`src/rtl/epk_consts.vh`:
```
// constants for the exit panel keypad programmer: key codes, command digits,
// factory defaults, timing figures and software register offsets
// assumes a 25 MHz system clock and BCD digits packed four bits each
`ifndef EPK_CONSTS_VH
`define EPK_CONSTS_VH
// ************************************************************
// clock and timing
// ************************************************************
`define EPK_CLK_HZ 25000000
`define EPK_KEY_GAP_S 1
`define EPK_TICK_S 1
`define EPK_PRESS_S 3
`define EPK_CONFIRM_S 10
// ************************************************************
// key codes from the keypad scanner
// ************************************************************
`define EPK_KEY_STAR 4'ha
`define EPK_KEY_HASH 4'hb
// ************************************************************
// command digit strings, packed bcd
// ************************************************************
`define EPK_CMD_BASE 36'h987654321
`define EPK_INIT_PRE 12'h603
`define EPK_INIT_CODE 40'h8675309999
`define EPK_LOIT_60 8'h60
`define EPK_LOIT_120 8'h12
`define EPK_LOIT_180 8'h18
// ************************************************************
// factory defaults
// ************************************************************
`define EPK_DEF_PRIM 12'h234
`define EPK_DEF_SEC 12'h567
`define EPK_T15 8'h0f
`define EPK_T30 8'h1e
`define EPK_T60 8'h3c
`define EPK_T120 8'h78
`define EPK_T180 8'hb4
`define EPK_DEF_LOITER_EN 1'b0
`define EPK_DEF_LATCH_EN 1'b0
`define EPK_DEF_ADV_EN 1'b1
`define EPK_DEF_NUIS_EN 1'b0
`define EPK_DEF_SCHED_EN 1'b0
`define EPK_DEF_SCHED_MIN 11'h000
`define EPK_MIN_PER_DAY 11'h59f
// ************************************************************
// software register offsets and flag positions
// ************************************************************
`define EPK_REG_FLAGS 3'h0
`define EPK_REG_TIMES 3'h1
`define EPK_REG_STATUS 3'h2
`define EPK_REG_CLOCK 3'h3
`define EPK_FLG_LOITER 0
`define EPK_FLG_LATCH 1
`define EPK_FLG_ADV 2
`define EPK_FLG_NUIS 3
`define EPK_FLG_SCHED 4
`endif

```
`src/rtl/epk_programmer.v`:
```
// exit panel keypad programmer: key sequence interpreter, settings store,
// weekly arm schedule and door input handling
// assumes key events come from a scanner on clk; door pins are asynchronous
//
// The placing of the registers and the plain strobed port were decided locally.
`timescale 1ns/1ps
`include "epk_consts.vh"
`default_nettype none
module epk_programmer #(
  parameter [26:0] KEY_GAP_CYC = `EPK_KEY_GAP_S * `EPK_CLK_HZ,
  parameter [26:0] SEC_CYC = `EPK_TICK_S * `EPK_CLK_HZ,
  parameter [26:0] PRESS_CYC = `EPK_PRESS_S * `EPK_CLK_HZ
) (
  input wire clk,
  input wire sys_rst,
  input wire nv_blank,
  input wire key_press,
  input wire [3:0] key_code,
  input wire key_hold,
  input wire exit_btn,
  input wire [1:0] egress_sw,
  input wire fire_contact,
  input wire nurse_req,
  input wire [2:0] reg_addr,
  input wire [15:0] reg_wdata,
  input wire reg_wr,
  input wire reg_rd,
  output reg [15:0] reg_rdata,
  output wire beep_pulse,
  output wire [3:0] beep_count,
  output wire primary_ok,
  output wire lock_release,
  output wire nurse_alarm,
  output wire escort_active,
  output wire door_beep,
  output wire egress_start,
  output wire sched_disarmed,
  output wire [7:0] entry_time_s,
  output wire [7:0] loiter_time_s,
  output wire [4:0] feature_flags
);
  // ************************************************************
  // parser states
  // ************************************************************
  localparam [2:0] ST_IDLE = 3'h0;
  localparam [2:0] ST_FIRST = 3'h1;
  localparam [2:0] ST_CMD = 3'h2;
  localparam [2:0] ST_CODE = 3'h3;
  localparam [2:0] ST_INIT = 3'h4;
  localparam [2:0] ST_SCHED = 3'h5;
  reg [2:0] st_q;
  reg [39:0] buf_q;
  reg [3:0] cnt_q;
  reg [2:0] sub_q;
  reg [2:0] day_sel_q;
  reg [10:0] dis_tmp_q;
  reg code_sel_q;
  reg [26:0] gap_q;
  reg beep_q;
  reg [3:0] beep_n_q;
  reg prim_ok_q;
  // settings, held through sys_rst
  reg [11:0] prim_code_q;
  reg [11:0] sec_code_q;
  reg [7:0] entry_q;
  reg [7:0] loiter_t_q;
  reg [4:0] flags_q;
  reg [10:0] dis_mem [0:6];
  reg [10:0] arm_mem [0:6];
  // time of day
  reg [26:0] div_q;
  reg [5:0] sec_q;
  reg [10:0] now_q;
  reg [2:0] day_q;
  // door side
  reg [2:0] s1_q, s2_q, s3_q, in_q, prev_q;
  reg [7:0] esc_q;
  reg [26:0] press_q;
  reg pressing_q, door_beep_q, egress_q, lock_q, nurse_q, disarm_q;
  wire sec_tick = (div_q == SEC_CYC - 27'h1);
  wire [39:0] buf_nx = {buf_q[35:0], key_code};
  wire [3:0] cnt_nx = cnt_q + 4'h1;
  wire is_digit = (key_code <= 4'h9);
  wire [2:0] today = day_q - 3'h1;
  wire [2:0] sel_idx = day_sel_q - 3'h1;
  integer i;
  // bcd hhmm to minutes after midnight; out-of-range entries are not trapped
  function [10:0] hhmm_min;
    input [15:0] b;
    begin
      hhmm_min = {7'h00, b[15:12]} * 11'h258 + {7'h00, b[11:8]} * 11'h03c +
                 {7'h00, b[7:4]} * 11'h00a + {7'h00, b[3:0]};
    end
  endfunction
  // factory values for every stored setting
  task load_defaults;
    begin
      prim_code_q <= `EPK_DEF_PRIM;
      sec_code_q <= `EPK_DEF_SEC;
      entry_q <= `EPK_T30;
      loiter_t_q <= `EPK_T60;
      flags_q[`EPK_FLG_LOITER] <= `EPK_DEF_LOITER_EN;
      flags_q[`EPK_FLG_LATCH] <= `EPK_DEF_LATCH_EN;
      flags_q[`EPK_FLG_ADV] <= `EPK_DEF_ADV_EN;
      flags_q[`EPK_FLG_NUIS] <= `EPK_DEF_NUIS_EN;
      flags_q[`EPK_FLG_SCHED] <= `EPK_DEF_SCHED_EN;
      for (i = 0; i < 7; i = i + 1) begin
        dis_mem[i] <= `EPK_DEF_SCHED_MIN;
        arm_mem[i] <= `EPK_DEF_SCHED_MIN;
      end
    end
  endtask
  // one confirmation burst request
  task beep;
    input [3:0] n;
    begin
      beep_q <= 1'b1;
      beep_n_q <= n;
    end
  endtask
  // ************************************************************
  // key sequence interpreter, settings store and clock
  // ************************************************************
  always @(posedge clk) begin
    beep_q <= 1'b0;
    prim_ok_q <= 1'b0;
    if (sys_rst) begin
      st_q <= ST_IDLE;
      buf_q <= 40'h0;
      cnt_q <= 4'h0;
      sub_q <= 3'h0;
      day_sel_q <= 3'h0;
      dis_tmp_q <= 11'h0;
      code_sel_q <= 1'b0;
      gap_q <= 27'h0;
      beep_n_q <= 4'h0;
      div_q <= 27'h0;
      sec_q <= 6'h0;
      now_q <= 11'h0;
      day_q <= 3'h1;
      // storage keeps its contents unless it was never written
      if (nv_blank) begin
        load_defaults;
      end
    end else begin
      // free running time of day
      if (sec_tick) begin
        div_q <= 27'h0;
        if (sec_q == 6'h3b) begin
          sec_q <= 6'h0;
          if (now_q == `EPK_MIN_PER_DAY) begin
            now_q <= 11'h0;
            day_q <= (day_q == 3'h7) ? 3'h1 : day_q + 3'h1;
          end else begin
            now_q <= now_q + 11'h1;
          end
        end else begin
          sec_q <= sec_q + 6'h1;
        end
      end else begin
        div_q <= div_q + 27'h1;
      end
      // software write to the feature flags
      if (reg_wr && reg_addr == `EPK_REG_FLAGS) begin
        flags_q <= reg_wdata[4:0];
      end
      if (key_press || key_hold) begin
        gap_q <= 27'h0;
        case (st_q)
          ST_IDLE: begin
            if (key_press && key_code == `EPK_KEY_STAR) begin
              st_q <= ST_FIRST;
              buf_q <= 40'h0;
              cnt_q <= 4'h0;
            end
          end
          ST_FIRST: begin
            if (key_press && key_code == `EPK_KEY_STAR) begin
              buf_q <= 40'h0;
              cnt_q <= 4'h0;
              if (cnt_q == 4'h3 && buf_q[11:0] == sec_code_q) begin
                st_q <= ST_CMD;
              end else if (cnt_q == 4'h3 && buf_q[11:0] == `EPK_INIT_PRE) begin
                st_q <= ST_INIT;
              end else begin
                st_q <= ST_FIRST;
              end
            end else if (key_press && is_digit && cnt_q < 4'h3) begin
              buf_q <= buf_nx;
              cnt_q <= cnt_nx;
              if (cnt_q == 4'h2 && buf_nx[11:0] == prim_code_q) begin
                prim_ok_q <= 1'b1;
              end
            end else if (key_press) begin
              st_q <= ST_IDLE;
            end
          end
          ST_CMD: begin
            if (key_press && is_digit && cnt_q < 4'ha) begin
              buf_q <= buf_nx;
              cnt_q <= cnt_nx;
              // two-digit loiter time codes act on the second press
              if (cnt_q == 4'h1 && buf_q[3:0] != 4'h9) begin
                st_q <= ST_IDLE;
                if (buf_nx[7:0] == `EPK_LOIT_60) begin
                  loiter_t_q <= `EPK_T60;
                  beep(4'h1);
                end else if (buf_nx[7:0] == `EPK_LOIT_120) begin
                  loiter_t_q <= `EPK_T120;
                  beep(4'h2);
                end else if (buf_nx[7:0] == `EPK_LOIT_180) begin
                  loiter_t_q <= `EPK_T180;
                  beep(4'h3);
                end
              end
            end else if (key_press && key_code == `EPK_KEY_HASH && cnt_q == 4'ha &&
                         buf_q[39:4] == `EPK_CMD_BASE && buf_q[3:1] == 3'h0) begin
              st_q <= ST_CODE;
              code_sel_q <= buf_q[0];
              buf_q <= 40'h0;
              cnt_q <= 4'h0;
            end else if (key_press) begin
              st_q <= ST_IDLE;
            end else if (cnt_q == 4'h1) begin
              st_q <= ST_IDLE;
              case (buf_q[3:0])
                4'h1: begin entry_q <= `EPK_T15; beep(4'h1); end
                4'h2: begin entry_q <= `EPK_T30; beep(4'h1); end
                4'h3: begin entry_q <= `EPK_T60; beep(4'h1); end
                4'h4: begin entry_q <= `EPK_T120; beep(4'h1); end
                4'h5: begin
                  flags_q[`EPK_FLG_LOITER] <= ~flags_q[`EPK_FLG_LOITER];
                  beep(flags_q[`EPK_FLG_LOITER] ? 4'h1 : 4'h4);
                end
                4'h0: begin
                  flags_q[`EPK_FLG_LATCH] <= ~flags_q[`EPK_FLG_LATCH];
                  beep(flags_q[`EPK_FLG_LATCH] ? 4'h1 : 4'h4);
                end
                4'h7: begin flags_q[`EPK_FLG_SCHED] <= 1'b1; beep(4'h4); end
                4'h8: begin flags_q[`EPK_FLG_SCHED] <= 1'b0; beep(4'h1); end
                default: begin end
              endcase
            end else if (cnt_q == 4'ha && buf_q[39:4] == `EPK_CMD_BASE) begin
              st_q <= ST_IDLE;
              case (buf_q[3:0])
                4'h6: begin
                  flags_q[`EPK_FLG_ADV] <= ~flags_q[`EPK_FLG_ADV];
                  beep(flags_q[`EPK_FLG_ADV] ? 4'h1 : 4'h2);
                end
                4'h2: begin flags_q[`EPK_FLG_NUIS] <= 1'b1; beep(4'h2); end
                4'h3: begin flags_q[`EPK_FLG_NUIS] <= 1'b0; beep(4'h4); end
                4'h1: begin
                  st_q <= ST_SCHED;
                  sub_q <= 3'h0;
                  cnt_q <= 4'h0;
                  beep(4'h1);
                end
                default: begin end
              endcase
            end else begin
              st_q <= ST_IDLE;
            end
          end
          ST_CODE: begin
            if (key_press && is_digit && cnt_q < 4'h3) begin
              buf_q <= buf_nx;
              cnt_q <= cnt_nx;
            end else if (key_press && key_code == `EPK_KEY_HASH && cnt_q == 4'h3) begin
              st_q <= ST_IDLE;
              beep(4'h1);
              if (code_sel_q) begin
                sec_code_q <= buf_q[11:0];
              end else begin
                prim_code_q <= buf_q[11:0];
              end
            end else if (key_press) begin
              st_q <= ST_IDLE;
            end
          end
          ST_INIT: begin
            if (key_press && is_digit) begin
              buf_q <= buf_nx;
              cnt_q <= cnt_nx;
              if (cnt_q == 4'h9) begin
                st_q <= ST_IDLE;
                if (buf_nx == `EPK_INIT_CODE) begin
                  load_defaults;
                  beep(4'h9);
                end
              end
            end else if (key_press) begin
              st_q <= ST_IDLE;
            end
          end
          ST_SCHED: begin
            // confirmations are issued at once, well inside the allowed delay
            if (key_press && key_code == `EPK_KEY_STAR) begin
              st_q <= ST_IDLE;
              beep(4'h4);
            end else if (key_press && is_digit) begin
              case (sub_q)
                3'h0: begin
                  if (key_code >= 4'h1 && key_code <= 4'h7) begin
                    day_q <= key_code[2:0];
                    sub_q <= 3'h1;
                    cnt_q <= 4'h0;
                    beep(4'h2);
                  end
                end
                3'h2: begin
                  if (key_code <= 4'h7) begin
                    day_sel_q <= key_code[2:0];
                    sub_q <= 3'h3;
                    cnt_q <= 4'h0;
                    beep(4'h1);
                  end
                end
                default: begin
                  buf_q <= buf_nx;
                  cnt_q <= cnt_nx;
                  if (cnt_q == 4'h3) begin
                    cnt_q <= 4'h0;
                    if (sub_q == 3'h1) begin
                      now_q <= hhmm_min(buf_nx[15:0]);
                      sec_q <= 6'h0;
                      div_q <= 27'h0;
                      sub_q <= 3'h2;
                      beep(4'h3);
                    end else if (sub_q == 3'h3) begin
                      dis_tmp_q <= hhmm_min(buf_nx[15:0]);
                      sub_q <= 3'h4;
                      beep(4'h2);
                    end else begin
                      sub_q <= 3'h2;
                      beep(4'h3);
                      for (i = 0; i < 7; i = i + 1) begin
                        if (day_sel_q == 3'h0 || sel_idx == i[2:0]) begin
                          dis_mem[i] <= dis_tmp_q;
                          arm_mem[i] <= hhmm_min(buf_nx[15:0]);
                        end
                      end
                    end
                  end
                end
              endcase
            end
          end
          default: st_q <= ST_IDLE;
        endcase
      end else if (st_q != ST_IDLE) begin
        // a silent pause drops whatever has been typed
        if (gap_q == KEY_GAP_CYC - 27'h1) begin
          st_q <= ST_IDLE;
          gap_q <= 27'h0;
        end else begin
          gap_q <= gap_q + 27'h1;
        end
      end
    end
  end
  // ************************************************************
  // door inputs and outputs
  // ************************************************************
  // three-stage sync; a level is taken when stages two and three agree
  always @(posedge clk) begin
    if (sys_rst) begin
      s1_q <= 3'h0;
      s2_q <= 3'h0;
      s3_q <= 3'h0;
      in_q <= 3'h0;
      prev_q <= 3'h0;
    end else begin
      s1_q <= {fire_contact, egress_sw[1] | egress_sw[0], exit_btn};
      s2_q <= s1_q;
      s3_q <= s2_q;
      in_q <= (s2_q & s3_q) | (in_q & (s2_q ^ s3_q));
      prev_q <= in_q;
    end
  end
  // escort, door pressure, lock and nurse alarm
  always @(posedge clk) begin
    egress_q <= 1'b0;
    if (sys_rst) begin
      esc_q <= 8'h0;
      press_q <= 27'h0;
      pressing_q <= 1'b0;
      door_beep_q <= 1'b0;
      lock_q <= 1'b0;
      nurse_q <= 1'b0;
      disarm_q <= 1'b0;
    end else begin
      // countdown resolution is one second tick, so the first second may be short
      if ((in_q[0] && !prev_q[0]) || prim_ok_q) begin
        esc_q <= entry_q;
      end else if (sec_tick && esc_q != 8'h0) begin
        esc_q <= esc_q - 8'h1;
      end
      if (in_q[1] && !prev_q[1]) begin
        press_q <= 27'h0;
        pressing_q <= 1'b1;
        door_beep_q <= ~flags_q[`EPK_FLG_NUIS];
        egress_q <= flags_q[`EPK_FLG_NUIS];
      end else if (!in_q[1]) begin
        pressing_q <= 1'b0;
        door_beep_q <= 1'b0;
      end else if (door_beep_q && flags_q[`EPK_FLG_NUIS]) begin
        // silencing switched on mid-press: stop the noise and go straight to egress
        door_beep_q <= 1'b0;
        egress_q <= 1'b1;
      end else if (pressing_q && door_beep_q) begin
        if (press_q == PRESS_CYC - 27'h1) begin
          door_beep_q <= 1'b0;
          egress_q <= 1'b1;
        end else begin
          press_q <= press_q + 27'h1;
        end
      end
      lock_q <= in_q[2] | (esc_q != 8'h0);
      nurse_q <= nurse_req & ~in_q[2];
      disarm_q <= flags_q[`EPK_FLG_SCHED] && now_q >= dis_mem[today] && now_q < arm_mem[today];
    end
  end
  // ************************************************************
  // register read port
  // ************************************************************
  always @(posedge clk) begin
    if (sys_rst) begin
      reg_rdata <= 16'h0;
    end else if (reg_rd) begin
      case (reg_addr)
        `EPK_REG_FLAGS: reg_rdata <= {11'h0, flags_q};
        `EPK_REG_TIMES: reg_rdata <= {entry_q, loiter_t_q};
        `EPK_REG_STATUS: reg_rdata <= {7'h0, st_q, disarm_q, in_q, lock_q, esc_q != 8'h0};
        `EPK_REG_CLOCK: reg_rdata <= {2'h0, day_q, now_q};
        default: reg_rdata <= 16'h0;
      endcase
    end else begin
      reg_rdata <= 16'h0;
    end
  end
  assign beep_pulse = beep_q;
  assign beep_count = beep_n_q;
  assign primary_ok = prim_ok_q;
  assign lock_release = lock_q;
  assign nurse_alarm = nurse_q;
  assign escort_active = (esc_q != 8'h0);
  assign door_beep = door_beep_q;
  assign egress_start = egress_q;
  assign sched_disarmed = disarm_q;
  assign entry_time_s = entry_q;
  assign loiter_time_s = loiter_t_q;
  assign feature_flags = flags_q;
endmodule // epk_programmer
`default_nettype wire

```
`config.mk`:
```
export PLATFORM = sky130hd
export DESIGN_NAME = epk_programmer
export DESIGN_NICKNAME = d
export VERILOG_FILES = /design/src/rtl/epk_programmer.v
export VERILOG_INCLUDE_DIRS = /design/src /design/src/rtl
export SDC_FILE = /design/constraint.sdc
export NUM_CORES = 1
export LEC_CHECK = 0
export BUFFER_PORTS_ARGS = -buffer_cell sky130_fd_sc_hd__buf_2
export CAP_MARGIN = 20
export CORE_MARGIN = 3
export CORE_UTILIZATION = 49
export DETAILED_ROUTE_END_ITERATION = 7
export PLACE_DENSITY = 0.68
export REMOVE_ABC_BUFFERS = 1
export SYNTH_ARGS = -nofsm -noshare
export SYNTH_HDL_FRONTEND = slang
export SYNTH_SLANG_ARGS = --single-unit
```
`constraint.sdc`:
```
create_clock -name clk -period 4.16 [get_ports clk]
set_input_delay 0 -clock clk [delete_from_list [all_inputs] [get_ports clk]]
set_output_delay 0 -clock clk [all_outputs]
set_load 0.05 [all_outputs]
```
==> summary.md <==
| Metric | Value |
|---|---|
| Largest area contributor in the netlist | `edfxtp_1` |
| Max-slew violation count | `0` |
| Mapped Area | `0.01984 mm^2` |
| Hold Crit Depth | `4` |
| Highest Clock Rate | `243.6 MHz` |
| Post-synthesis simple-gate area fraction | `0.1741` |
| Buffers on Ports | `65` |
| Number of global-route vias before repair | `14.38k` |
| First-pass GRT wire length | `80010 um` |
| Die H | `207.2 um` |
| P_leak | `8.877 nW` |
| Synth Area in XOR/XNOR | `0.05740` |
| Core Util, Final | `0.5785` |
| Area of the multi-input gates | `0.009475 mm^2` |
| GRT Overall Usage | `0.2329` |
| RSZ-0062 raised after global routing | `yes` |
| Clk slew on worst S/H paths | `0.06 ns` |
| Syn Inst Count | `1852` |
| CP Capture Type | `flop` |
| Status | `finished, final reports clean` |
| Fin crit share | `0.9868` |
| Tot Pwr | `8.637 mW` |
| Post-Synth Adder-Cell Area | `0.07064` |
| # DRC | `0` |
| Final GP Congestion | `0.9418` |
| Launching point of the worst reg2reg path | `buf_q[4]` |
| Fin cells | `2523` |
| Core Region | `0.03982 mm^2` |
| Initial Utilization | `0.4981` |
| CP required | `4.46 ns` |
| Layout Nets | `2100` |
| Synth unique cells | `72` |
| CP max stage cell | `fa_1` |
| CP delay by family, top | `adder cells` |
| Minimum clock period | `4.105 ns` |
| Root Buffer | `clkbuf_16` |
| Sequential share of the synthesized area | `0.5091` |
| CP startpoint kind | `flop` |
| Post-synth EDFFs | `193` |
| Slew HR | `0.3354` |
| Worst Hold Class | `in -> reg` |
| Yosys reg bits | `408` |
| Main synth FF type | `dfxtp_1` |
| Final hold violations | `0` |
| Area contributors post-synth | `edfxtp_1, dfxtp_1, ha_1` |
| Max Cap Viol | `0` |
| Synth Area in Compound Gates | `0.1048` |
| WL final | `51320 um` |
| TritonCTS clock tree | `built` |
| Min-Delay Endpoint | `feature_flags[3]` |
| Buf+Inv Stages, Crit Path | `0` |
| Fraction of registers with async set/reset | `0` |
| Clk Latency, worst-skew pair | `0.58 ns` |
| Routed vias | `14.83k` |
| R2R cell count | `12` |
| RR Endpoint | `arm_mem[75]` |
| Ys Warns | `0` |
| Power Density | `374.9 mW/mm^2` |
| Worst hold slack | `0.07698 ns` |
| Initial DRC count | `1181` |
| Worst slew pin tran | `0.9941 ns` |
| Maximum clock insertion buffer count | `3` |
| Most common cell in the netlist | `dfxtp_1` |
| Hold Path Origin | `reg_wdata[3]` |
| Crit Path Max Fanout | `7` |
| Setup Skew | `0.02257 ns` |
| Ports | `84` |
| R2r setup slk | `0.05 ns` |
| Worst-path cell chain | `fa_1 > fa_2 > fa_2 > fa_1 > ha_4 > ha_4 > nor2b_4 > o21a_1 > o21ai_2 > a21oi_2 > nor3_4 > nor2_4` |
| Antenna-violating nets left | `0` |
| Routed WL per cell | `20.34 um` |
| Register Area | `0.01010 mm^2` |
| CTS Sinks | `408` |
| Worst path arrival time | `4.40 ns` |
| Synth top area share | `0.2921` |
| Die span in x | `207.2 um` |
| Mux contribution to synthesized area | `0.05399` |
| Area Growth Syn to Fin | `16.13%` |
| Main combinational cell family by area after synthesis | `simple AND/OR/NAND/NOR gates` |
| Final Setup Violations | `0` |
| TritonRoute pass-1 iters | `6` |
| Worst-case vdd ir drop | `0.0003163 V` |
| Remaining global-route overflow | `0` |
| Largest stage delay, worst path | `0.58 ns` |
| Largest net degree at the start of global routing | `52` |
| Total CTS buffers | `45` |
| Setup CP Type | `reg -> reg` |
| Mean Syn Cell Area | `10.71 um^2` |
| Core Rows | `73` |
| Most frequent cells after synthesis | `dfxtp_1, nor2_1, edfxtp_1` |
| Initial antenna violation count | `0` |
| Final HPWL DP | `34930 um` |
| # H-tree levels | `2` |
| Filler cells | `3421` |
| Dpl cells | `2417` |
| Avg Vias per Cell | `5.878` |
| Share of cells above drive strength 1 | `0.1522` |
| Die ar. | `0.04294 mm^2` |
[tightest hold or removal path: cells and delay by family]
| kind | cells | cell delay [ns] |
|---|---|---|
| AO/OA/AOI/OAI | 1 | 0.20 |
| buffers and inverters | 1 | 0.13 |
| multiplexers | 1 | 0.10 |
| AND/OR/NAND/NOR | 1 | 0.09 |
[worst max path at each step]
stage / cells past startpoint / to / slack [ns] / start
global placement: 14 / arm_mem[20] / -0.15 / buf_q[4]
finish: 12 / arm_mem[75] / 0.05 / buf_q[4]
CTS: 13 / arm_mem[75] / 0.003 / buf_q[5]
detailed placement: 13 / arm_mem[20] / -0.24 / buf_q[5]
global route: 12 / arm_mem[75] / -0.06 / buf_q[4]
floorplan: 14 / sched_disarmed / -1.13 / day_q[0]
[state kept, by name (all words and copies together) (netlist names), 4 cells and up]
name	count
beep_count	4
dis_tmp_q	11
now_q	11
dis_mem	77
arm_mem	77
cnt_q	4
press_q	27
entry_time_s	6
feature_flags	5
prim_code_q	12
buf_q	40
sec_code_q	12
gap_q	27
sec_q	6
div_q	27
esc_q	8
reg_rdata	15
loiter_time_s	4
[layer usage]
layer	global-route usage	part of all wire	vias up
met5	0	0	-
met4	0.07889	0.033	0
met3	0.04473	0.078	102
met2	0.3849	0.47	544
met1	0.3100	0.42	7206
li1	-	-	6977
[placed cells by master (no fill, tap or decap), types with 46 or more instances in the layout]
cell type,instances
buf_4,59
xnor2_1,54
a21oi_1,66
clkbuf_16,46
edfxtp_1,193
o21ai_0,68
xor2_1,71
ha_1,76
nor2_1,201
buf_2,64
dfxtp_1,211
nand3_1,54
inv_1,53
nand2_1,131
[stage by stage]
step / setup WS [ns] / TNS (ns) / cell area (um^2)
6_report: 0.05477 / 0 / 23040
5_1_grt: -0.06049 / -0.7902 / 23040
4_1_cts: 0.003320 / 0 / 22920
3_5_place_dp: -0.2418 / -4.533 / 21060
3_3_place_gp: -0.1476 / -2.618 / 21060
2_1_floorplan: -1.128 / -2.901 / 19470
[where the power goes]
group | switching, mW | total (mW) | internal [mW]
Combinational | 0.303 | 0.433 | 0.130
Clock | 1.63 | 3.92 | 2.29
Sequential | 0.0350 | 4.28 | 4.25
[cell families (layout without fill, tap and decap cells)]
group | Yosys count | in the layout
mux | 74 | 74
simple gates | 676 | 676
fa+ha+maj | 103 | 103
other cells | 2 | 8
compound gates | 311 | 311
buf+inv | 148 | 288
flops | 408 | 408
xor+xnor | 130 | 130
[repair_timing]
item | 4_1_cts | 5_1_grt
cloned | 0 | 0
resized for setup | 27 | 18
pin swaps | 20 | 17
hold buffers | 23 | 0
endpoints found under the setup margin | 32 | 41
setup buffers | 2 | 0
hold endpoints to repair | 54 | 0
[layout make-up]
| class | count | share of cell area |
|---|---|---|
| diodes | 1 | 0.0001086 |
| multi-input cells | 1301 | 0.4113 |
| clock buffers | 64 | 0.05556 |
| inverters | 53 | 0.008635 |
| flip-flops and latches | 408 | 0.4386 |
| clock inverters | 18 | 0.008092 |
| repair buffers | 153 | 0.04920 |
| well taps | 525 | 0.02851 |
Note: power is estimated with default switching activity, not from simulation.
